--- src/shared/scm_params.svh ---
// Offsets, field positions, reset values and limits of the scan controller.
`ifndef SCM_PARAMS_SVH
`define SCM_PARAMS_SVH

// ----------------------------------------------------------------------
// Register byte offsets on the bus
// ----------------------------------------------------------------------
`define SCM_OFF_CMD      8'h00
`define SCM_OFF_CFG      8'h04
`define SCM_OFF_COUNT    8'h08
`define SCM_OFF_CNT_MIN  8'h0c
`define SCM_OFF_CNT_MAX  8'h10
`define SCM_OFF_MONCARD  8'h14
`define SCM_OFF_STATUS   8'h18

// ----------------------------------------------------------------------
// Field positions
// ----------------------------------------------------------------------
`define SCM_CMD_START    0
`define SCM_CMD_ABORT    1
`define SCM_CMD_RST      2
`define SCM_CNT_KW_LSB   16
`define SCM_MON_AUTO     7
`define SCM_MON_EFF_LSB  8
`define SCM_ST_RUN       0
`define SCM_ST_PANEL     1
`define SCM_ST_ERR       2
`define SCM_ST_PASS_LSB  16

// ----------------------------------------------------------------------
// Limits and reset values
// ----------------------------------------------------------------------
`define SCM_COUNT_MIN    15'h0001
`define SCM_COUNT_MAX    15'h7fff
`define SCM_COUNT_RST    15'h0001
`define SCM_CARD_MIN     7'h01
`define SCM_CARD_MAX     7'h63
`define SCM_CARD_RST     7'h01
`define SCM_CFG_RST      7'h00

`endif

--- src/shared/scm_pkg.sv ---
// Types shared by the scan controller modules.
package scm_pkg;

  // Trigger source selection held in the configuration register.
  typedef enum logic [2:0] {
    SCM_SRC_BUS  = 3'h0,
    SCM_SRC_DBUS = 3'h1,
    SCM_SRC_EXT  = 3'h2,
    SCM_SRC_HOLD = 3'h3,
    SCM_SRC_IMM  = 3'h4
  } scm_src_t;

  // Scan sequencing states, Gray coded along idle, run, stop.
  typedef enum logic [1:0] {
    SCM_IDLE = 2'b00,
    SCM_RUN  = 2'b01,
    SCM_STOP = 2'b11
  } scm_state_t;

  // Keyword field of a repeat-count write.
  typedef enum logic [1:0] {
    SCM_KW_NUM = 2'h0,
    SCM_KW_MIN = 2'h1,
    SCM_KW_MAX = 2'h2
  } scm_kw_t;

  // Scan and monitor configuration, bit 0 upward as listed last to first.
  typedef struct packed {
    logic mon_en;
    logic switchbox;
    logic dl_list;
    scm_src_t src;
    logic loop_forever_enable;
  } scm_cfg_t;

endpackage

--- src/verilog/scm_sync.sv ---
// Two-flop synchroniser with rising-edge pulse for asynchronous pins.
`timescale 1ns/1ps
module scm_sync #(
  parameter int W = 4
) (
  // Clock, reset and enable.
  input wire logic clk,
  input wire logic rst_b,
  input wire logic ce,
  // Raw pins from outside the clock domain.
  input wire logic [W-1:0] pin,
  // Synchronised rising edges, one cycle each.
  output logic [W-1:0] rise
);

  // ----------------------------------------------------------------------
  // Synchroniser chain
  // ----------------------------------------------------------------------
  logic [W-1:0] meta_r; // First stage, read by the second stage only.
  logic [W-1:0] sync_r; // Second stage, safe to use.
  logic [W-1:0] prev_r; // Delayed copy for edge detection.
  logic [W-1:0] rise_nxt;

  // Edge detection looks only at the settled stages.
  always_comb begin
    rise_nxt = sync_r & ~prev_r;
  end

  // All stages freeze while the clock enable is low.
  always_ff @(posedge clk or negedge rst_b) begin
    if (!rst_b) begin
      meta_r <= '0;
      sync_r <= '0;
      prev_r <= '0;
    end else if (ce) begin
      meta_r <= pin;
      sync_r <= meta_r;
      prev_r <= sync_r;
    end
  end

  assign rise = rise_nxt & {W{ce}};

endmodule

--- src/verilog/scm_pass_ctr.sv ---
// Completed-pass counter for counted scanning.
`timescale 1ns/1ps
module scm_pass_ctr (
  // Clock, reset and enable.
  input wire logic clk,
  input wire logic rst_b,
  input wire logic ce,
  // Control.
  input wire logic clr,
  input wire logic inc,
  input wire logic counted,
  input wire logic [14:0] limit,
  // Results.
  output logic done,
  output logic [14:0] passes
);

  logic [14:0] pass_r;   // Passes finished since the last start.
  logic [14:0] pass_nxt;
  logic [14:0] pass_inc;

  // A pass ending on the limit stops the scan; loop mode never ends here.
  always_comb begin
    pass_inc = pass_r + 15'h0001;
    pass_nxt = pass_r;
    if (clr) begin
      pass_nxt = '0;
    end else if (inc && pass_r != 15'h7fff) begin
      pass_nxt = pass_inc;
    end
    done = inc && counted && (pass_inc >= limit);
  end

  // Counter register, frozen while the clock enable is low.
  always_ff @(posedge clk or negedge rst_b) begin
    if (!rst_b) begin
      pass_r <= '0;
    end else if (ce) begin
      pass_r <= pass_nxt;
    end
  end

  assign passes = pass_r;

endmodule

--- src/verilog/scm_top.sv ---
// Scan start, abort, repeat count and monitor control behind Wishbone.
`timescale 1ns/1ps
`include "scm_params.svh"
// Operation
// - Abort stops host scan on bus/hold source.
// - Abort resets trigger system to idle when idle or when it stops the scan.
// - Abort keeps all scan configuration.
// - Interface clear stops host-started scan.
// - Panel scan stopped by reset or keys.
// - One start runs list repeat-count times.
// - Downloaded lists ignore repeat count.
// - Min keyword stores 1, max 32767.
// - Repeat count defaults and resets to 1.
// - Count query returns stored, min, max.
// - Monitor card is 1..99 or auto.
// - Auto tracks last switched module.
// - Instrument reset selects auto card.
// - Monitor enable shows or hides display.
// - Monitor works only in switchbox mode.
// - Stop when passes equal repeat count.
module scm_top (
  // Clock, reset and enable.
  input wire logic clk,
  input wire logic rst_b,
  input wire logic ce,
  // Wishbone classic slave.
  input wire logic wb_cyc_i,
  input wire logic wb_stb_i,
  input wire logic wb_we_i,
  input wire logic [7:0] wb_adr_i,
  input wire logic [3:0] wb_sel_i,
  input wire logic [31:0] wb_dat_i,
  output logic [31:0] wb_dat_o,
  output logic wb_ack_o,
  // Asynchronous pins: interface clear and front-panel controls.
  input wire logic ifc_clear,
  input wire logic panel_reset_key,
  input wire logic panel_clear_key,
  input wire logic panel_start,
  // Scan sequencer and switching logic on this clock.
  input wire logic pass_end,
  input wire logic switch_cmd,
  input wire logic [6:0] switch_card,
  // Scan and monitor outputs.
  output logic scan_running,
  output logic trig_reset,
  output logic trig_idle,
  output logic loop_forever_enable,
  output logic monitor_on,
  output logic [6:0] monitor_card
);

  // ----------------------------------------------------------------------
  // Helper functions
  // ----------------------------------------------------------------------

  // Merge a write into a register honouring the byte lanes.
  function automatic logic [31:0] lane_merge(input logic [31:0] old,
                                             input logic [31:0] din,
                                             input logic [3:0] sel);
    logic [31:0] res;
    res = old;
    for (int i = 0; i < 4; i++) begin
      if (sel[i]) begin
        res[i*8 +: 8] = din[i*8 +: 8];
      end
    end
    return res;
  endfunction

  // Range check shared by card and count writes.
  function automatic logic in_range(input logic [15:0] v,
                                    input logic [15:0] lo,
                                    input logic [15:0] hi);
    return (v >= lo) && (v <= hi);
  endfunction

  // ----------------------------------------------------------------------
  // Pin synchronisation
  // ----------------------------------------------------------------------
  logic [3:0] pin_rise; // Clear, panel reset, panel clear, panel start.

  scm_sync #(.W(4)) u_sync (
    .clk(clk),
    .rst_b(rst_b),
    .ce(ce),
    .pin({panel_start, panel_clear_key, panel_reset_key, ifc_clear}),
    .rise(pin_rise)
  );

  // ----------------------------------------------------------------------
  // Bus decode
  // ----------------------------------------------------------------------
  logic ack_r;       // Answer flag, high for one cycle per request.
  logic ack_nxt;
  logic [31:0] rdat_r; // Registered read data.
  logic [31:0] rdat_nxt;
  logic req;         // A new request not yet answered.
  logic wr;          // A write taken at this edge, answered the next cycle.
  logic [31:0] wmix; // Write data merged through the byte lanes.

  assign req = wb_cyc_i && wb_stb_i && !ack_r;
  assign wr = req && wb_we_i;

  // Command pulses come from the low byte lane of the command word.
  logic cmd_start;
  logic cmd_abort;
  logic cmd_rst;
  assign cmd_start = wr && wb_adr_i == `SCM_OFF_CMD && wb_sel_i[0] &&
                     wb_dat_i[`SCM_CMD_START];
  assign cmd_abort = wr && wb_adr_i == `SCM_OFF_CMD && wb_sel_i[0] &&
                     wb_dat_i[`SCM_CMD_ABORT];
  assign cmd_rst = wr && wb_adr_i == `SCM_OFF_CMD && wb_sel_i[0] &&
                   wb_dat_i[`SCM_CMD_RST];

  // ----------------------------------------------------------------------
  // Configuration registers
  // ----------------------------------------------------------------------
  scm_pkg::scm_cfg_t cfg_r; // Loop, source, list kind, mode, monitor.
  scm_pkg::scm_cfg_t cfg_nxt;
  logic [14:0] count_r;      // Stored repeat count.
  logic [14:0] count_nxt;
  logic [6:0] card_r;        // Explicit monitored card.
  logic [6:0] card_nxt;
  logic auto_r;              // Automatic card selection.
  logic auto_nxt;
  logic [6:0] last_r;        // Last card addressed by switching.
  logic [6:0] last_nxt;
  logic err_r;               // Sticky rejected-write flag.
  logic err_nxt;
  scm_pkg::scm_kw_t kw;

  // Configuration writes; abort touches none of this state.
  always_comb begin
    cfg_nxt = cfg_r;
    count_nxt = count_r;
    card_nxt = card_r;
    auto_nxt = auto_r;
    last_nxt = last_r;
    err_nxt = err_r;
    wmix = lane_merge(32'h0000_0000, wb_dat_i, wb_sel_i);
    kw = scm_pkg::scm_kw_t'(wmix[`SCM_CNT_KW_LSB +: 2]);
    // The switching logic names a card; auto mode follows it.
    if (switch_cmd) begin
      last_nxt = switch_card;
    end
    if (wr && wb_adr_i == `SCM_OFF_CFG && wb_sel_i[0]) begin
      cfg_nxt = scm_pkg::scm_cfg_t'(wmix[6:0]);
    end
    if (wr && wb_adr_i == `SCM_OFF_COUNT) begin
      case (kw)
        scm_pkg::SCM_KW_MIN: count_nxt = `SCM_COUNT_MIN;
        scm_pkg::SCM_KW_MAX: count_nxt = `SCM_COUNT_MAX;
        scm_pkg::SCM_KW_NUM: begin
          // Out-of-range numbers keep the old count and flag it.
          if (in_range(wmix[15:0], 16'h0001, 16'h7fff)) begin
            count_nxt = wmix[14:0];
          end else begin
            err_nxt = 1'b1;
          end
        end
        default: err_nxt = 1'b1;
      endcase
    end
    if (wr && wb_adr_i == `SCM_OFF_MONCARD && wb_sel_i[0]) begin
      if (wmix[`SCM_MON_AUTO]) begin
        auto_nxt = 1'b1;
      end else if (in_range({9'h000, wmix[6:0]}, 16'h0001, 16'h0063))
      begin
        auto_nxt = 1'b0;
        card_nxt = wmix[6:0];
      end else begin
        err_nxt = 1'b1;
      end
    end
    // Writing one to the error bit clears it; a new error wins.
    if (wr && wb_adr_i == `SCM_OFF_STATUS && wb_sel_i[0] &&
        wb_dat_i[`SCM_ST_ERR] && err_nxt == err_r) begin
      err_nxt = 1'b0;
    end
    // Instrument reset returns count, configuration and auto selection to their reset values.
    if (cmd_rst) begin
      count_nxt = `SCM_COUNT_RST;
      auto_nxt = 1'b1;
      cfg_nxt = scm_pkg::scm_cfg_t'(`SCM_CFG_RST);
    end
  end

  // Register the configuration group.
  always_ff @(posedge clk or negedge rst_b) begin
    if (!rst_b) begin
      cfg_r <= scm_pkg::scm_cfg_t'(`SCM_CFG_RST);
      count_r <= `SCM_COUNT_RST;
      card_r <= `SCM_CARD_RST;
      auto_r <= 1'b1;
      last_r <= `SCM_CARD_RST;
      err_r <= 1'b0;
    end else if (ce) begin
      cfg_r <= cfg_nxt;
      count_r <= count_nxt;
      card_r <= card_nxt;
      auto_r <= auto_nxt;
      last_r <= last_nxt;
      err_r <= err_nxt;
    end
  end

  // ----------------------------------------------------------------------
  // Scan sequencing and trigger reset
  // ----------------------------------------------------------------------
  scm_pkg::scm_state_t state_r; // Scan state.
  scm_pkg::scm_state_t state_nxt;
  logic panel_r;     // The running scan came from the front panel.
  logic panel_nxt;
  logic trig_rst_r;  // One-cycle trigger system reset.
  logic trig_rst_nxt;
  logic run_r;       // Registered running flag, drives the output pin.
  logic run_nxt;
  logic idle_r;      // Registered idle flag, drives the output pin.
  logic idle_nxt;
  logic pass_clr;
  logic pass_done;
  logic stop_req;
  logic counted;
  logic [14:0] limit;
  logic [14:0] passes;

  // Downloaded lists run once per start unless looping.
  assign counted = !cfg_r.loop_forever_enable;
  assign limit = cfg_r.dl_list ? 15'h0001 : count_r;

  scm_pass_ctr u_pass (
    .clk(clk),
    .rst_b(rst_b),
    .ce(ce),
    .clr(pass_clr),
    .inc(state_r == scm_pkg::SCM_RUN && pass_end),
    .counted(counted),
    .limit(limit),
    .done(pass_done),
    .passes(passes)
  );

  // Gather the stop sources; only abort and interface clear are tied to a host-started scan.
  always_comb begin
    stop_req = 1'b0;
    if (!panel_r && cmd_abort && (cfg_r.src == scm_pkg::SCM_SRC_BUS ||
        cfg_r.src == scm_pkg::SCM_SRC_HOLD)) begin
      stop_req = 1'b1;
    end
    if (!panel_r && pin_rise[0]) begin
      stop_req = 1'b1;
    end
    if (cmd_rst || pin_rise[1] || pin_rise[2]) begin
      stop_req = 1'b1;
    end
  end

  // Scan state machine; a stop always passes through the reset state.
  always_comb begin
    state_nxt = state_r;
    panel_nxt = panel_r;
    trig_rst_nxt = 1'b0;
    pass_clr = 1'b0;
    case (state_r)
      scm_pkg::SCM_IDLE: begin
        // An abort here is harmless; triggers are pulsed back to idle.
        if (cmd_abort || cmd_rst) begin
          trig_rst_nxt = 1'b1;
        end else if (cmd_start || pin_rise[3]) begin
          state_nxt = scm_pkg::SCM_RUN;
          panel_nxt = !cmd_start;
          pass_clr = 1'b1;
        end
      end
      scm_pkg::SCM_RUN: begin
        if (stop_req || pass_done) begin
          state_nxt = scm_pkg::SCM_STOP;
        end
      end
      scm_pkg::SCM_STOP: begin
        state_nxt = scm_pkg::SCM_IDLE;
        trig_rst_nxt = 1'b1;
      end
      default: begin
        state_nxt = scm_pkg::SCM_IDLE;
      end
    endcase
    // Flags follow the next state so the pins leave straight from flops.
    run_nxt = state_nxt != scm_pkg::SCM_IDLE;
    idle_nxt = state_nxt == scm_pkg::SCM_IDLE;
  end

  // Register the sequencing group.
  always_ff @(posedge clk or negedge rst_b) begin
    if (!rst_b) begin
      state_r <= scm_pkg::SCM_IDLE;
      panel_r <= 1'b0;
      trig_rst_r <= 1'b0;
      run_r <= 1'b0;
      idle_r <= 1'b1;
    end else if (ce) begin
      state_r <= state_nxt;
      panel_r <= panel_nxt;
      trig_rst_r <= trig_rst_nxt;
      run_r <= run_nxt;
      idle_r <= idle_nxt;
    end
  end

  // ----------------------------------------------------------------------
  // Read data, answer and registered outputs
  // ----------------------------------------------------------------------
  logic mon_on_r;
  logic [6:0] mon_card_r;

  // Read mux; unmapped offsets read zero and still get an answer.
  always_comb begin
    ack_nxt = req;
    rdat_nxt = rdat_r;
    if (req && !wb_we_i) begin
      case (wb_adr_i)
        `SCM_OFF_CFG: rdat_nxt = {25'h0000000, cfg_r};
        `SCM_OFF_COUNT: rdat_nxt = {17'h00000, count_r};
        `SCM_OFF_CNT_MIN: rdat_nxt = {17'h00000, `SCM_COUNT_MIN};
        `SCM_OFF_CNT_MAX: rdat_nxt = {17'h00000, `SCM_COUNT_MAX};
        `SCM_OFF_MONCARD: rdat_nxt = {17'h00000,
                                      auto_r ? last_r : card_r,
                                      auto_r, card_r};
        `SCM_OFF_STATUS: rdat_nxt = {1'b0, passes, 13'h0000, err_r,
                                     panel_r,
                                     state_r != scm_pkg::SCM_IDLE};
        default: rdat_nxt = 32'h0000_0000;
      endcase
    end
  end

  // Bus answer and outputs, all from flip-flops.
  always_ff @(posedge clk or negedge rst_b) begin
    if (!rst_b) begin
      ack_r <= 1'b0;
      rdat_r <= 32'h0000_0000;
      mon_on_r <= 1'b0;
      mon_card_r <= `SCM_CARD_RST;
    end else if (ce) begin
      ack_r <= ack_nxt;
      rdat_r <= rdat_nxt;
      // The display is driven only in the switchbox configuration.
      mon_on_r <= cfg_nxt.mon_en && cfg_nxt.switchbox;
      mon_card_r <= auto_nxt ? last_nxt : card_nxt;
    end
  end

  assign wb_ack_o = ack_r;
  assign wb_dat_o = rdat_r;
  assign scan_running = run_r;
  assign trig_reset = trig_rst_r;
  assign trig_idle = idle_r;
  assign loop_forever_enable = cfg_r.loop_forever_enable;
  assign monitor_on = mon_on_r;
  assign monitor_card = mon_card_r;

endmodule

--- config.mk ---
export PLATFORM = sky130hd
export DESIGN_NAME = scm_top
export DESIGN_NICKNAME = d
export VERILOG_FILES = /design/src/shared/scm_pkg.sv /design/src/verilog/scm_sync.sv /design/src/verilog/scm_pass_ctr.sv /design/src/verilog/scm_top.sv
export VERILOG_INCLUDE_DIRS = /design/src /design/src/shared
export SDC_FILE = /design/constraint.sdc
export NUM_CORES = 1
export LEC_CHECK = 0
export ABC_AREA = 1
export BUFFER_PORTS_ARGS = -buffer_cell sky130_fd_sc_hd__buf_2
export CAP_MARGIN = 20
export CORE_ASPECT_RATIO = 0.75
export CORE_MARGIN = 4
export CORE_UTILIZATION = 50
export CTS_CLUSTER_SIZE = 10
export DETAILED_ROUTE_END_ITERATION = 12
export PLACE_DENSITY = 0.77
export SLEW_MARGIN = 20
export SYNTH_ARGS = -nofsm -noshare
export SYNTH_HDL_FRONTEND = slang
export SYNTH_SLANG_ARGS = --single-unit
--- constraint.sdc ---
create_clock -name clk -period 3.6 [get_ports clk]
set_input_delay 0.54 -clock clk [delete_from_list [all_inputs] [get_ports clk]]
set_output_delay 0.54 -clock clk [all_outputs]
set_load 0.02 [all_outputs]
==> run_results.csv, run 1 <==
group,metric,value,unit
flow_run,drv_cap,0,
setup_path,worst-path-max-fanout,3,
logic_synthesis,netlist_area,6344,µm²
sta,setup_violations,0,
setup_path,cp.required,3.85,ns
power_and_ir_drop,p_switching,1.281,mW
detailed_routing,wirelength,15990,µm
logic_synthesis,synth_area_leaders,"dfrtp_1, nand2_1, o21ai_0",
global_route,grt_overflow,0,
clock_tree,path_clk_slew,0.08,ns
sta,fin_setup_tns,0,ns
layout,areaGrowthSynthToFinish,13.75,%
logic_synthesis,yosysWarnings,0,
die,num_rows,35,
clock_tree,cts_resized,0,
logic_synthesis,ys_ff_latch,110,
logic_synthesis,synth_cells,807,
layout,layout.nets,971,
power_and_ir_drop,power_frac_seq,0.414,
layout,fillers,1157,
power_and_ir_drop,p_int,2.318,mW
sta,slew_headroom,0.5182,
power_and_ir_drop,powerDensity,498.9,nW/µm²
setup_path,cp_top_family,"simple AND/OR/NAND/NOR gates",
logic_synthesis,synth_edf_count,0,
die,ios,108,
placed_design,dp.cells,1039,
clock_tree,htree_levels,3,
detailed_routing,post-route-drc-count,0,
global_route,antenna_found_initial,0,
logic_synthesis,avgSynthCellArea,7.861,µm²
worst_hold_path,hold_class,"in2async",
sta,slew_viol_final,0,
sta,fin_crit_sh,0.7782,
clock_tree,cts_root_buf,"clkbuf_16",
power_and_ir_drop,combPwrFrac,0.293,
setup_path,cp_cell_sequence,"nand2_1 -> nor2_1 -> nand2_1 -> nor4_2 -> nand2_1 -> xor2_1 -> ha_1 -> nand2_1 -> inv_1 -> nand2_1 -> nand2_1 -> a21oi_1 -> nand3_1 -> nand2_1 -> nand3_1 -> nand2_1 -> nand3_1 -> nand2_1 -> inv_1",
setup_path,critPathSlowestCell,"dfrtp_1",
sta,finalCriticalPeriod,2.801,ns
die,start_util,0.5137,
setup_path,arrival,3.06,ns
sta,finalHoldViolCount,0,
placed_design,dp_hpwl,12070,µm
placed_design,routabilityCongestion,0.9508,
power_and_ir_drop,peakVddDrop,0.2453,mV
clock_tree,cts_setup_buffers,0,
sta,timing.hold.ws,0.2300,ns
setup_path,start_kind,"flop",
logic_synthesis,ys_seq_area_frac,0.4351,
detailed_routing,drtPass1Iterations,5,
detailed_routing,ant_nets,0,
global_route,grt_max_degree,57,
power_and_ir_drop,netSwitchingFraction,0.3559,
logic_synthesis,synth.largest_area_cell,"dfrtp_1",
power_and_ir_drop,p_leak,3.666,nW
setup_path,crit_type,"reg2reg",
die,dieArea,14570,µm²
global_route,grt_usage,0.2247,
layout,drive_above_1_share,0.1890,
sta,rsz0062_at_grt,"false",
logic_synthesis,synthArstFlopShare,1.000,
setup_path,critical_path_buf_inv_count,2,
layout,fin_cells,1055,
detailed_routing,post_drt_wl_per_cell,15.15,µm
placed_design,portBuffers,90,
sta,fmax,357.0,MHz
logic_synthesis,synth-main-ff-cell,"dfrtp_1",
detailed_routing,first_iter_violations,502,
logic_synthesis,synth_cell_types,46,
setup_path,critPathMaxStageDelay,0.40,ns
logic_synthesis,yosys.area.top_type_share,0.4103,
global_route,grt_pass1_wl,26830,µm
die,fp.coreArea,12350,µm²
clock_tree,cts.sinks,110,
clock_tree,clk_path_buf_depth,2,
detailed_routing,vias,5666,
clock_tree,numCtsBuffers,9,
power_and_ir_drop,clock_power_share,0.293,
die,die_w,138.1,µm
setup_path,end_kind,"flop",
die,die_h,105.5,µm
setup_path,crit_top_cell,"nand2_1",
run_status,status,"completed",
clock_tree,cts_hold_buf,0,
sta,clock_skew,0.01254,ns
sta,worst_slew_pin_slew,0.7227,ns
detailed_routing,via_per_inst,5.371,
global_route,grt_pass1_vias,5295,
clock_tree,cts_tree,"built",
layout,diodes,0,
setup_path,r2r-start,"u_pass.passes[4]$_DFFE_PN0P_",
clock_tree,insertion_delay,0.36,ns
setup_path,startpoint,"u_pass.passes[4]$_DFFE_PN0P_",
-- power groups by stage --
stage | Clock [mW] | Sequential, mW | Combinational [mW]
finish | 1.05 | 1.49 | 1.05
global route | 1.12 | 1.51 | 1.23
CTS | 1.07 | 1.49 | 1.05
detailed placement | 0 | 1.51 | 1.04
global placement | 0 | 1.51 | 1.02
floorplan | 0 | 1.53 | 0.736
-- registers in the layout, indices dropped and copies added, names as in the netlist, 2 cells and up --
register       flops
wb_dat_o          30
count_r           15
u_pass.passes     15
card_r             7
last_r             7
monitor_card       7
cfg_r              6
u_sync.meta_r      4
u_sync.prev_r      4
u_sync.sync_r      4
state_r            2
-- area by class of cell --
class                   instances  area (µm²)  share of cell area
flip-flops and latches        110        2760              0.3825
well taps                     166       207.7             0.02878
multi-input cells             583        3100              0.4297
inverters                      84       320.3             0.04439
repair buffers                 96       510.5             0.07075
clock buffers                   9       225.2             0.03121
clock inverters                 7       91.34             0.01266
-- path summary, 6_finish.rpt --
path | cells after the start | slack, ns | end
min reg2reg | 2 | 0.47 | monitor_card[0]$_DFFE_PN1P_
min | 1 | 0.23 | monitor_card[1]$_DFFE_PN0P_
max reg2reg | 19 | 0.80 | scan_running$_DFFE_PN0P_
min in group clk | 3 | 0.38 | u_sync.meta_r[2]$_DFFE_PN0P_
max in group asynchronous | 2 | 2.54 | count_r[0]$_DFFE_PN1P_
max | 19 | 0.80 | scan_running$_DFFE_PN0P_
-- layer usage --
layer,routed length [µm],up-vias,share of wire,global-route usage
li1,-,2801,-,-
met1,7726,2622,0.48,0.3424
met2,6600,215,0.41,0.3207
met3,1412,28,0.088,0.05760
met4,247,0,0.015,0.05078
met5,0,-,0,0
-- through the flow --
stage	worst slack, ns	utilization	total power, mW	area [µm²]
finish	0.7986	0.5843	3.600	7216
global route	0.3407	0.5843	3.861	7216
CTS	0.7978	0.5843	3.615	7216
detailed placement	0.8295	0.5587	2.554	6899
global placement	0.8821	0.5587	2.524	6899
floorplan	1.245	-	2.262	6347
-- cell usage after synthesis, types with 11 or more instances --
library cell / instances
a21oi_1: 12
o21ai_1: 18
clkbuf_1: 16
nand2_1: 253
inv_1: 76
o21ai_2: 11
o21ai_0: 90
nand3_1: 53
ha_1: 24
dfrtp_1: 104
nor2_1: 34
xor2_1: 12
nand4_1: 11
-- placed cells by master (no fill, tap or decap), types with 4 or more instances in the layout --
master | synthesis | layout
dfrtp_1 | 104 | 104
nand2_1 | 253 | 253
nand3_2 | 7 | 7
nor2_4 | 6 | 6
clkbuf_16 | 0 | 9
buf_4 | 4 | 6
o21ai_1 | 18 | 18
nand3_1 | 53 | 53
a221oi_1 | 7 | 7
a21oi_1 | 12 | 12
buf_2 | 4 | 89
o21ai_2 | 11 | 11
nor2_1 | 34 | 34
o21ai_0 | 90 | 90
nand2_4 | 4 | 4
o2bb2ai_1 | 4 | 4
inv_2 | 7 | 7
mux2i_1 | 6 | 6
nand4_1 | 11 | 11
inv_1 | 76 | 76
dfstp_2 | 6 | 6
ha_1 | 24 | 24
xor2_1 | 12 | 12
-- cells by family after synthesis --
| family | Yosys count | synth area share |
|---|---|---|
| and+or+nand+nor | 384 | 0.2730 |
| adders and majority gates | 24 | 0.04734 |
| AOI/OAI and AO/OA | 155 | 0.1412 |
| muxes | 6 | 0.009468 |
| buffers and inverters | 115 | 0.07673 |
| DFF | 110 | 0.4351 |
| xor gates and xnor gates | 12 | 0.01657 |
| other | 1 | 0.0005911 |
No activity file was read; power rests on OpenSTA's default activity.
==> run 2, diff against run 1 <==
--- a/config.mk
+++ b/config.mk
@@ -14,7 +14,7 @@
 export CORE_UTILIZATION = 50
 export CTS_CLUSTER_SIZE = 10
 export DETAILED_ROUTE_END_ITERATION = 12
-export PLACE_DENSITY = 0.77
+export PLACE_DENSITY = 0.8
 export SLEW_MARGIN = 20
 export SYNTH_ARGS = -nofsm -noshare
 export SYNTH_HDL_FRONTEND = slang
==> constraint.sdc (replaced) <==
create_clock -name clk -period 2.3 [get_ports clk]
set_input_delay 0.345 -clock clk [delete_from_list [all_inputs] [get_ports clk]]
set_output_delay 0.345 -clock clk [all_outputs]
set_load 0.02 [all_outputs]
==> run 2 against run 1 <==
Against the previous run:
- the run now ends with negative setup slack left
- combinational power is 99% higher
- clock power is 46% higher
- sequential cell count stayed put
- register-to-register slack worse by 1.2 ns
- clock skew is 0.0028 ns higher
- core utilization is 4.2 points higher
- sequential share of layout area is 2.6 points lower
- first-iteration DRC count is 41% higher
- worst hold slack worse by 0.031 ns
- critical path type unchanged
- largest cell class unchanged
- highest routed layer unchanged
==> run_results.csv, run 2 (synthesis results as in run 1) <==
group,metric,value,unit
run_status,status,"finished, violations left",
run_status,violations,"negative setup slack",
power_and_ir_drop,p_int,3.816,mW
setup_path,critPathSlowestCell,"dfrtp_1",
placed_design,routabilityCongestion,0.9600,
sta,clock_skew,0.01536,ns
sta,setup_slack,-0.4316,ns
detailed_routing,wirelength,17220,µm
clock_tree,insertion_delay,0.35,ns
die,start_util,0.5137,
clock_tree,cts_root_buf,"clkbuf_16",
layout,utilization,0.6260,
layout,final_common_cell,"nand2_1",
setup_path,r2r_cells,17,
power_and_ir_drop,powerDensity,768.5,nW/µm²
detailed_routing,top_layer,"met4",
worst_hold_path,worstHoldStart,"panel_start",
sta,timing.hold.ws,0.1989,ns
sta,finalHoldViolCount,0,
power_and_ir_drop,combPwrFrac,0.352,
setup_path,critical_path_buf_inv_count,1,
sta,slew_viol_final,0,
layout,layout.nets,1015,
sta,worst_slew_pin_slew,0.5562,ns
power_and_ir_drop,p_leak,3.947,nW
detailed_routing,post-route-drc-count,0,
detailed_routing,first_iter_violations,710,
setup_path,arrival,2.98,ns
placed_design,dp.cells,1070,
power_and_ir_drop,p_switching,2.125,mW
power_and_ir_drop,power_frac_seq,0.392,
die,dieArea,14570,µm²
setup_path,end_kind,"flop",
detailed_routing,post_drt_wl_per_cell,15.67,µm
global_route,grt_pass1_wl,27700,µm
setup_path,r2r_slack,-0.43,ns
global_route,grt_overflow,0,
setup_path,cp_cell_sequence,"ha_2 -> nand2_4 -> nor3_4 -> nand2_4 -> nor2_4 -> xor2_2 -> ha_4 -> a21oi_2 -> nand2_1 -> a21oi_1 -> nand3_1 -> nand2_1 -> nand3_2 -> nand2_2 -> nand3_2 -> nand2_2 -> inv_2",
die,ios,108,
sta,slew_headroom,0.6283,
setup_path,critPathMaxStageDelay,0.40,ns
clock_tree,htree_levels,3,
layout,largest_register_ffs,30,
die,fp.coreArea,12350,µm²
setup_path,worst-path-max-fanout,4,
layout,areaGrowthSynthToFinish,21.87,%
setup_path,r2r_end,"scan_running$_DFFE_PN0P_",
layout,diodes,0,
detailed_routing,vias,5972,
sta,finalCriticalPeriod,2.732,ns
clock_tree,path_clk_slew,0.08,ns
detailed_routing,met2_length,7472,µm
die,num_rows,35,
clock_tree,clk_path_buf_depth,2,
sta,setup_violations,3,
worst_hold_path,whs_path_depth,3,
detailed_routing,via_per_inst,5.434,
clock_tree,cts.sinks,110,
layout,layout_common_cells,"nand2_1, dfrtp_1, o21ai_0, buf_2, inv_1",
placed_design,dpl_worst_slack,-0.4067,ns
power_and_ir_drop,peakVddDrop,0.4064,mV
detailed_routing,drtPass1Iterations,6,
setup_path,cp_top_family,"simple AND/OR/NAND/NOR gates",
sta,fmax,366.1,MHz
die,die_h,105.5,µm
layout,fin_cells,1099,
sta,fin_crit_sh,1.188,
setup_path,start_kind,"flop",
detailed_routing,met1_length,8016,µm
global_route,grt_max_degree,58,
clock_tree,numCtsBuffers,9,
power_and_ir_drop,clock_power_share,0.257,
die,die_w,138.1,µm
power_and_ir_drop,finalPower,5.941,mW
placed_design,portBuffers,90,
placed_design,dp_hpwl,12670,µm
worst_hold_path,hold_class,"in2reg",
layout,drive_above_1_share,0.2529,
global_route,antenna_found_initial,0,
global_route,grt_usage,0.2326,
flow_run,drv_cap,0,
clock_tree,cts_tree,"built",
setup_path,r2r-start,"u_pass.passes[0]$_DFFE_PN0P_",
power_and_ir_drop,netSwitchingFraction,0.3577,
setup_path,cp.required,2.55,ns
detailed_routing,met3_length,1504,µm
detailed_routing,ant_nets,0,
global_route,grt_pass1_vias,5462,
setup_path,crit_type,"reg2reg",
worst_hold_path,min_to,"u_sync.meta_r[3]$_DFFE_PN0P_",
sta,rsz0062_at_grt,"true",
run 2: cell type report:
| cell class | instances | area (µm²) |
|---|---|---|
| Tap cell | 166 | 207.7 |
| Timing Repair Buffer | 140 | 895.9 |
| Clock inverter | 6 | 51.30 |
| Clock buffer | 10 | 239.0 |
| Fill cell | 1081 | 4618 |
| Inverter | 84 | 320.3 |
| Sequential cell | 110 | 2760 |
| Multi-Input combinational cell | 583 | 3257 |
run 2: worst min-delay path: cells and delay by family:
family                 cells  cell delay [ns]
and+or+nand+nor            1             0.04
buffers and inverters      1             0.07
AOI/OAI and AO/OA          1             0.06
run 2: metal layers:
metal  vias up  GRT usage
met5         -          0
met4         0    0.04795
li1       2873          -
met2       269     0.3426
met1      2811     0.3485
met3        19    0.05760
run 2: worst max path at each step:
stage | from | endpoint | slack (ns) | cells after the start
after floorplan | u_pass.passes[2]$_DFFE_PN0P_ | scan_running$_DFFE_PN0P_ | -0.01 | 19
after detailed placement | u_pass.passes[0]$_DFFE_PN0P_ | scan_running$_DFFE_PN0P_ | -0.41 | 19
after global routing | u_pass.passes[0]$_DFFE_PN0P_ | scan_running$_DFFE_PN0P_ | -0.63 | 19
final | u_pass.passes[0]$_DFFE_PN0P_ | scan_running$_DFFE_PN0P_ | -0.43 | 17
after global placement | u_pass.passes[0]$_DFFE_PN0P_ | scan_running$_DFFE_PN0P_ | -0.28 | 19
after CTS | u_pass.passes[0]$_DFFE_PN0P_ | scan_running$_DFFE_PN0P_ | -0.35 | 19
run 2: stage by stage:
step	setup TNS, ns	instance area (µm²)
after global routing	-1.818	7731
after detailed placement	-1.086	7169
after floorplan	-0.01234	6347
after global placement	-0.7129	7169
after CTS	-0.9501	7556
final	-1.172	7731
run 2: power groups by stage:
stage	sequential, mW	clock [mW]	combinational, mW
final	2.33	1.53	2.09
after global routing	2.36	1.63	2.32
after CTS	2.32	1.56	1.92
after detailed placement	2.35	0	1.82
after global placement	2.34	0	1.77
after floorplan	2.39	0	1.15
run 2: repair_timing:
| item | in CTS | in global routing |
|---|---|---|
| resized for setup | 6 | 30 |
| endpoints found under the setup margin | 3 | 4 |
| pin swaps | 7 | 17 |
| hold buffers | 1 | 0 |
| hold endpoints to repair | 25 | 0 |
| setup buffers | 8 | 4 |
==> run 3, diff against run 2 <==
--- a/config.mk
+++ b/config.mk
@@ -8,10 +8,11 @@
 export LEC_CHECK = 0
 export ABC_AREA = 1
 export BUFFER_PORTS_ARGS = -buffer_cell sky130_fd_sc_hd__buf_2
-export CAP_MARGIN = 20
+export CAP_MARGIN = 10
 export CORE_ASPECT_RATIO = 0.75
 export CORE_MARGIN = 4
 export CORE_UTILIZATION = 50
+export CTS_BUF_LIST = sky130_fd_sc_hd__clkbuf_2
 export CTS_CLUSTER_SIZE = 10
 export DETAILED_ROUTE_END_ITERATION = 12
 export PLACE_DENSITY = 0.8
==> run 3 against run 2 <==
Against the previous run:
- the flow still finishes with violations (negative setup slack)
- setup slack lost 0.020 ns
- sequential cell count did not move
- final area shrank 1.5%
- register-to-register slack got worse by 0.02 ns
- sequential power about the same
==> run_results.csv, run 3 (synthesis results as in run 1) <==
group,metric,value,unit
detailed_routing,wirelength,17040,µm
placed_design,dp.cells,1070,
placed_design,dpl_worst_slack,-0.4067,ns
clock_tree,cts.sinks,110,
setup_path,critPathMaxStageDelay,0.47,ns
die,die_h,105.5,µm
layout,areaGrowthSynthToFinish,20.06,%
layout,fillers,1089,
clock_tree,clk_path_buf_depth,2,
setup_path,r2r_end,"scan_running$_DFFE_PN0P_",
sta,clock_skew,0.06846,ns
sta,worst_slew_pin_slew,0.5418,ns
layout,drive_above_1_share,0.2457,
setup_path,end_kind,"flop",
worst_hold_path,worstHoldStart,"wb_stb_i",
die,num_rows,35,
setup_path,r2r_cells,17,
layout,diodes,0,
setup_path,worst-path-max-fanout,3,
setup_path,cp_cell_sequence,"nand2_2 -> buf_4 -> nor3_4 -> nand2_4 -> nor2_4 -> xor2_2 -> ha_4 -> a21oi_2 -> nand2_1 -> a21oi_1 -> nand3_1 -> nand2_1 -> nand3_2 -> nand2_2 -> nand3_2 -> nand2_2 -> inv_2",
layout,largest_register_ffs,30,
global_route,grt_max_degree,58,
worst_hold_path,whs_path_depth,3,
global_route,antenna_found_initial,0,
clock_tree,cts_root_buf,"clkbuf_2",
clock_tree,cts_tree,"built",
setup_path,r2r-start,"u_pass.passes[3]$_DFFE_PN0P_",
global_route,grt_pass1_wl,27410,µm
placed_design,routabilityCongestion,0.9600,
detailed_routing,vias,5947,
run_status,violations,"negative setup slack",
die,dieArea,14570,µm²
sta,fin_crit_sh,1.197,
clock_tree,numCtsBuffers,9,
die,ios,108,
die,fp.coreArea,12350,µm²
layout,regArea,2760,µm²
layout,fin_cells,1106,
layout,layout.nets,1022,
run_status,status,"finished, violations left",
sta,setup_slack,-0.4521,ns
setup_path,crit_type,"reg2reg",
sta,slew_viol_final,0,
placed_design,portBuffers,90,
clock_tree,htree_levels,3,
setup_path,arrival,3.28,ns
setup_path,cp.required,2.83,ns
setup_path,crit_top_cell,"nand2_2",
worst_hold_path,hold_class,"in2reg",
clock_tree,insertion_delay,0.62,ns
detailed_routing,post-route-drc-count,0,
worst_hold_path,min_to,"wb_ack_o$_DFFE_PN0P_",
sta,slew_headroom,0.6379,
detailed_routing,post_drt_wl_per_cell,15.41,µm
global_route,grt_overflow,0,
layout,layout_common_cells,"nand2_1, dfrtp_1, o21ai_0, buf_2, inv_1",
sta,setup_violations,3,
sta,fmax,363.4,MHz
detailed_routing,ant_nets,0,
die,start_util,0.5137,
placed_design,dp_hpwl,12670,µm
detailed_routing,drtPass1Iterations,5,
layout,multiInputGateArea,3261,µm²
sta,finalCriticalPeriod,2.752,ns
global_route,grt_pass1_vias,5415,
flow_run,drv_cap,0,
detailed_routing,via_per_inst,5.377,
setup_path,start_kind,"flop",
global_route,grt_usage,0.2295,
detailed_routing,first_iter_violations,742,
sta,rsz0062_at_grt,"true",
layout,utilization,0.6167,
die,die_w,138.1,µm
power_and_ir_drop,p_leak,3.892,nW
power_and_ir_drop,peakVddDrop,0.3355,mV
setup_path,r2r_slack,-0.45,ns
sta,finalHoldViolCount,0,
clock_tree,path_clk_slew,0.28,ns
setup_path,critPathSlowestCell,"dfrtp_1",
layout,final_common_cell,"nand2_1",
power_and_ir_drop,powerDensity,683.1,nW/µm²
run 3: changes by cell type in the layout (fill, tap and decap cells not counted), sizes merged:
cell and delta:
clkbuf -1, clkinv +1, dlygate4sd3 +11, buf -4
run 3: area by class of cell:
type | instances | share of cell area
clock inverters | 7 | 0.007229
clock buffers | 9 | 0.005914
multi-input cells | 583 | 0.4281
repair buffers | 147 | 0.1267
flip-flops and latches | 110 | 0.3624
inverters | 84 | 0.04239
well taps | 166 | 0.02727
run 3: power by group:
| group | internal [mW] | total [mW] | switching [mW] |
|---|---|---|---|
| sequential | 2.17 | 2.34 | 0.166 |
| combinational | 0.829 | 2.03 | 1.20 |
| clock | 0.157 | 0.840 | 0.684 |
| total | 3.16 | 5.20 | 2.05 |
run 3: critical path: cells and delay by family (launching register included):
family	cells	cell delay (ns)
AOI/OAI and AO/OA	2	0.25
xor gates and xnor gates	1	0.22
DFF	1	0.47
adders and majority gates	1	0.24
buffers and inverters	2	0.18
and+or+nand+nor	11	1.34
run 3: timing repair:
| action | 4_1_cts | 5_1_grt |
|---|---|---|
| hold buffers | 9 | 3 |
| resized for setup | 7 | 28 |
| endpoints found under the setup margin | 3 | 5 |
| gates cloned | 0 | 0 |
| pin swaps | 6 | 20 |
| hold endpoints to repair | 37 | 3 |
| setup buffers | 5 | 3 |
run 3: how the worst max path moves through the flow:
stage / from / end / depth (start not counted)
floorplan: u_pass.passes[2]$_DFFE_PN0P_ / scan_running$_DFFE_PN0P_ / 19
finish: u_pass.passes[3]$_DFFE_PN0P_ / scan_running$_DFFE_PN0P_ / 17
CTS: u_pass.passes[0]$_DFFE_PN0P_ / scan_running$_DFFE_PN0P_ / 19
global placement: u_pass.passes[0]$_DFFE_PN0P_ / scan_running$_DFFE_PN0P_ / 19
detailed placement: u_pass.passes[0]$_DFFE_PN0P_ / scan_running$_DFFE_PN0P_ / 19
global route: u_pass.passes[4]$_DFFE_PN0P_ / scan_running$_DFFE_PN0P_ / 19
run 3: stage by stage:
stage,instance area (µm²),power (mW),hold WS [ns],setup TNS [ns]
6_report,7616,5.203,0.03507,-1.216
5_1_grt,7616,5.571,0.01091,-1.904
4_1_cts,7426,5.072,0.001571,-0.9006
3_5_place_dp,7169,4.169,0.3136,-1.086
3_3_place_gp,7169,4.113,0.3106,-0.7129
2_1_floorplan,6347,3.540,0.04941,-0.01234
run 3: routing by layer:
layer / wire length, µm / vias to the layer above / global-route usage
met5: 0 / - / 0
met4: 220 / 0 / 0.04443
met3: 1600 / 20 / 0.05805
met2: 7409 / 250 / 0.3311
met1: 7813 / 2791 / 0.3500
li1: - / 2886 / -
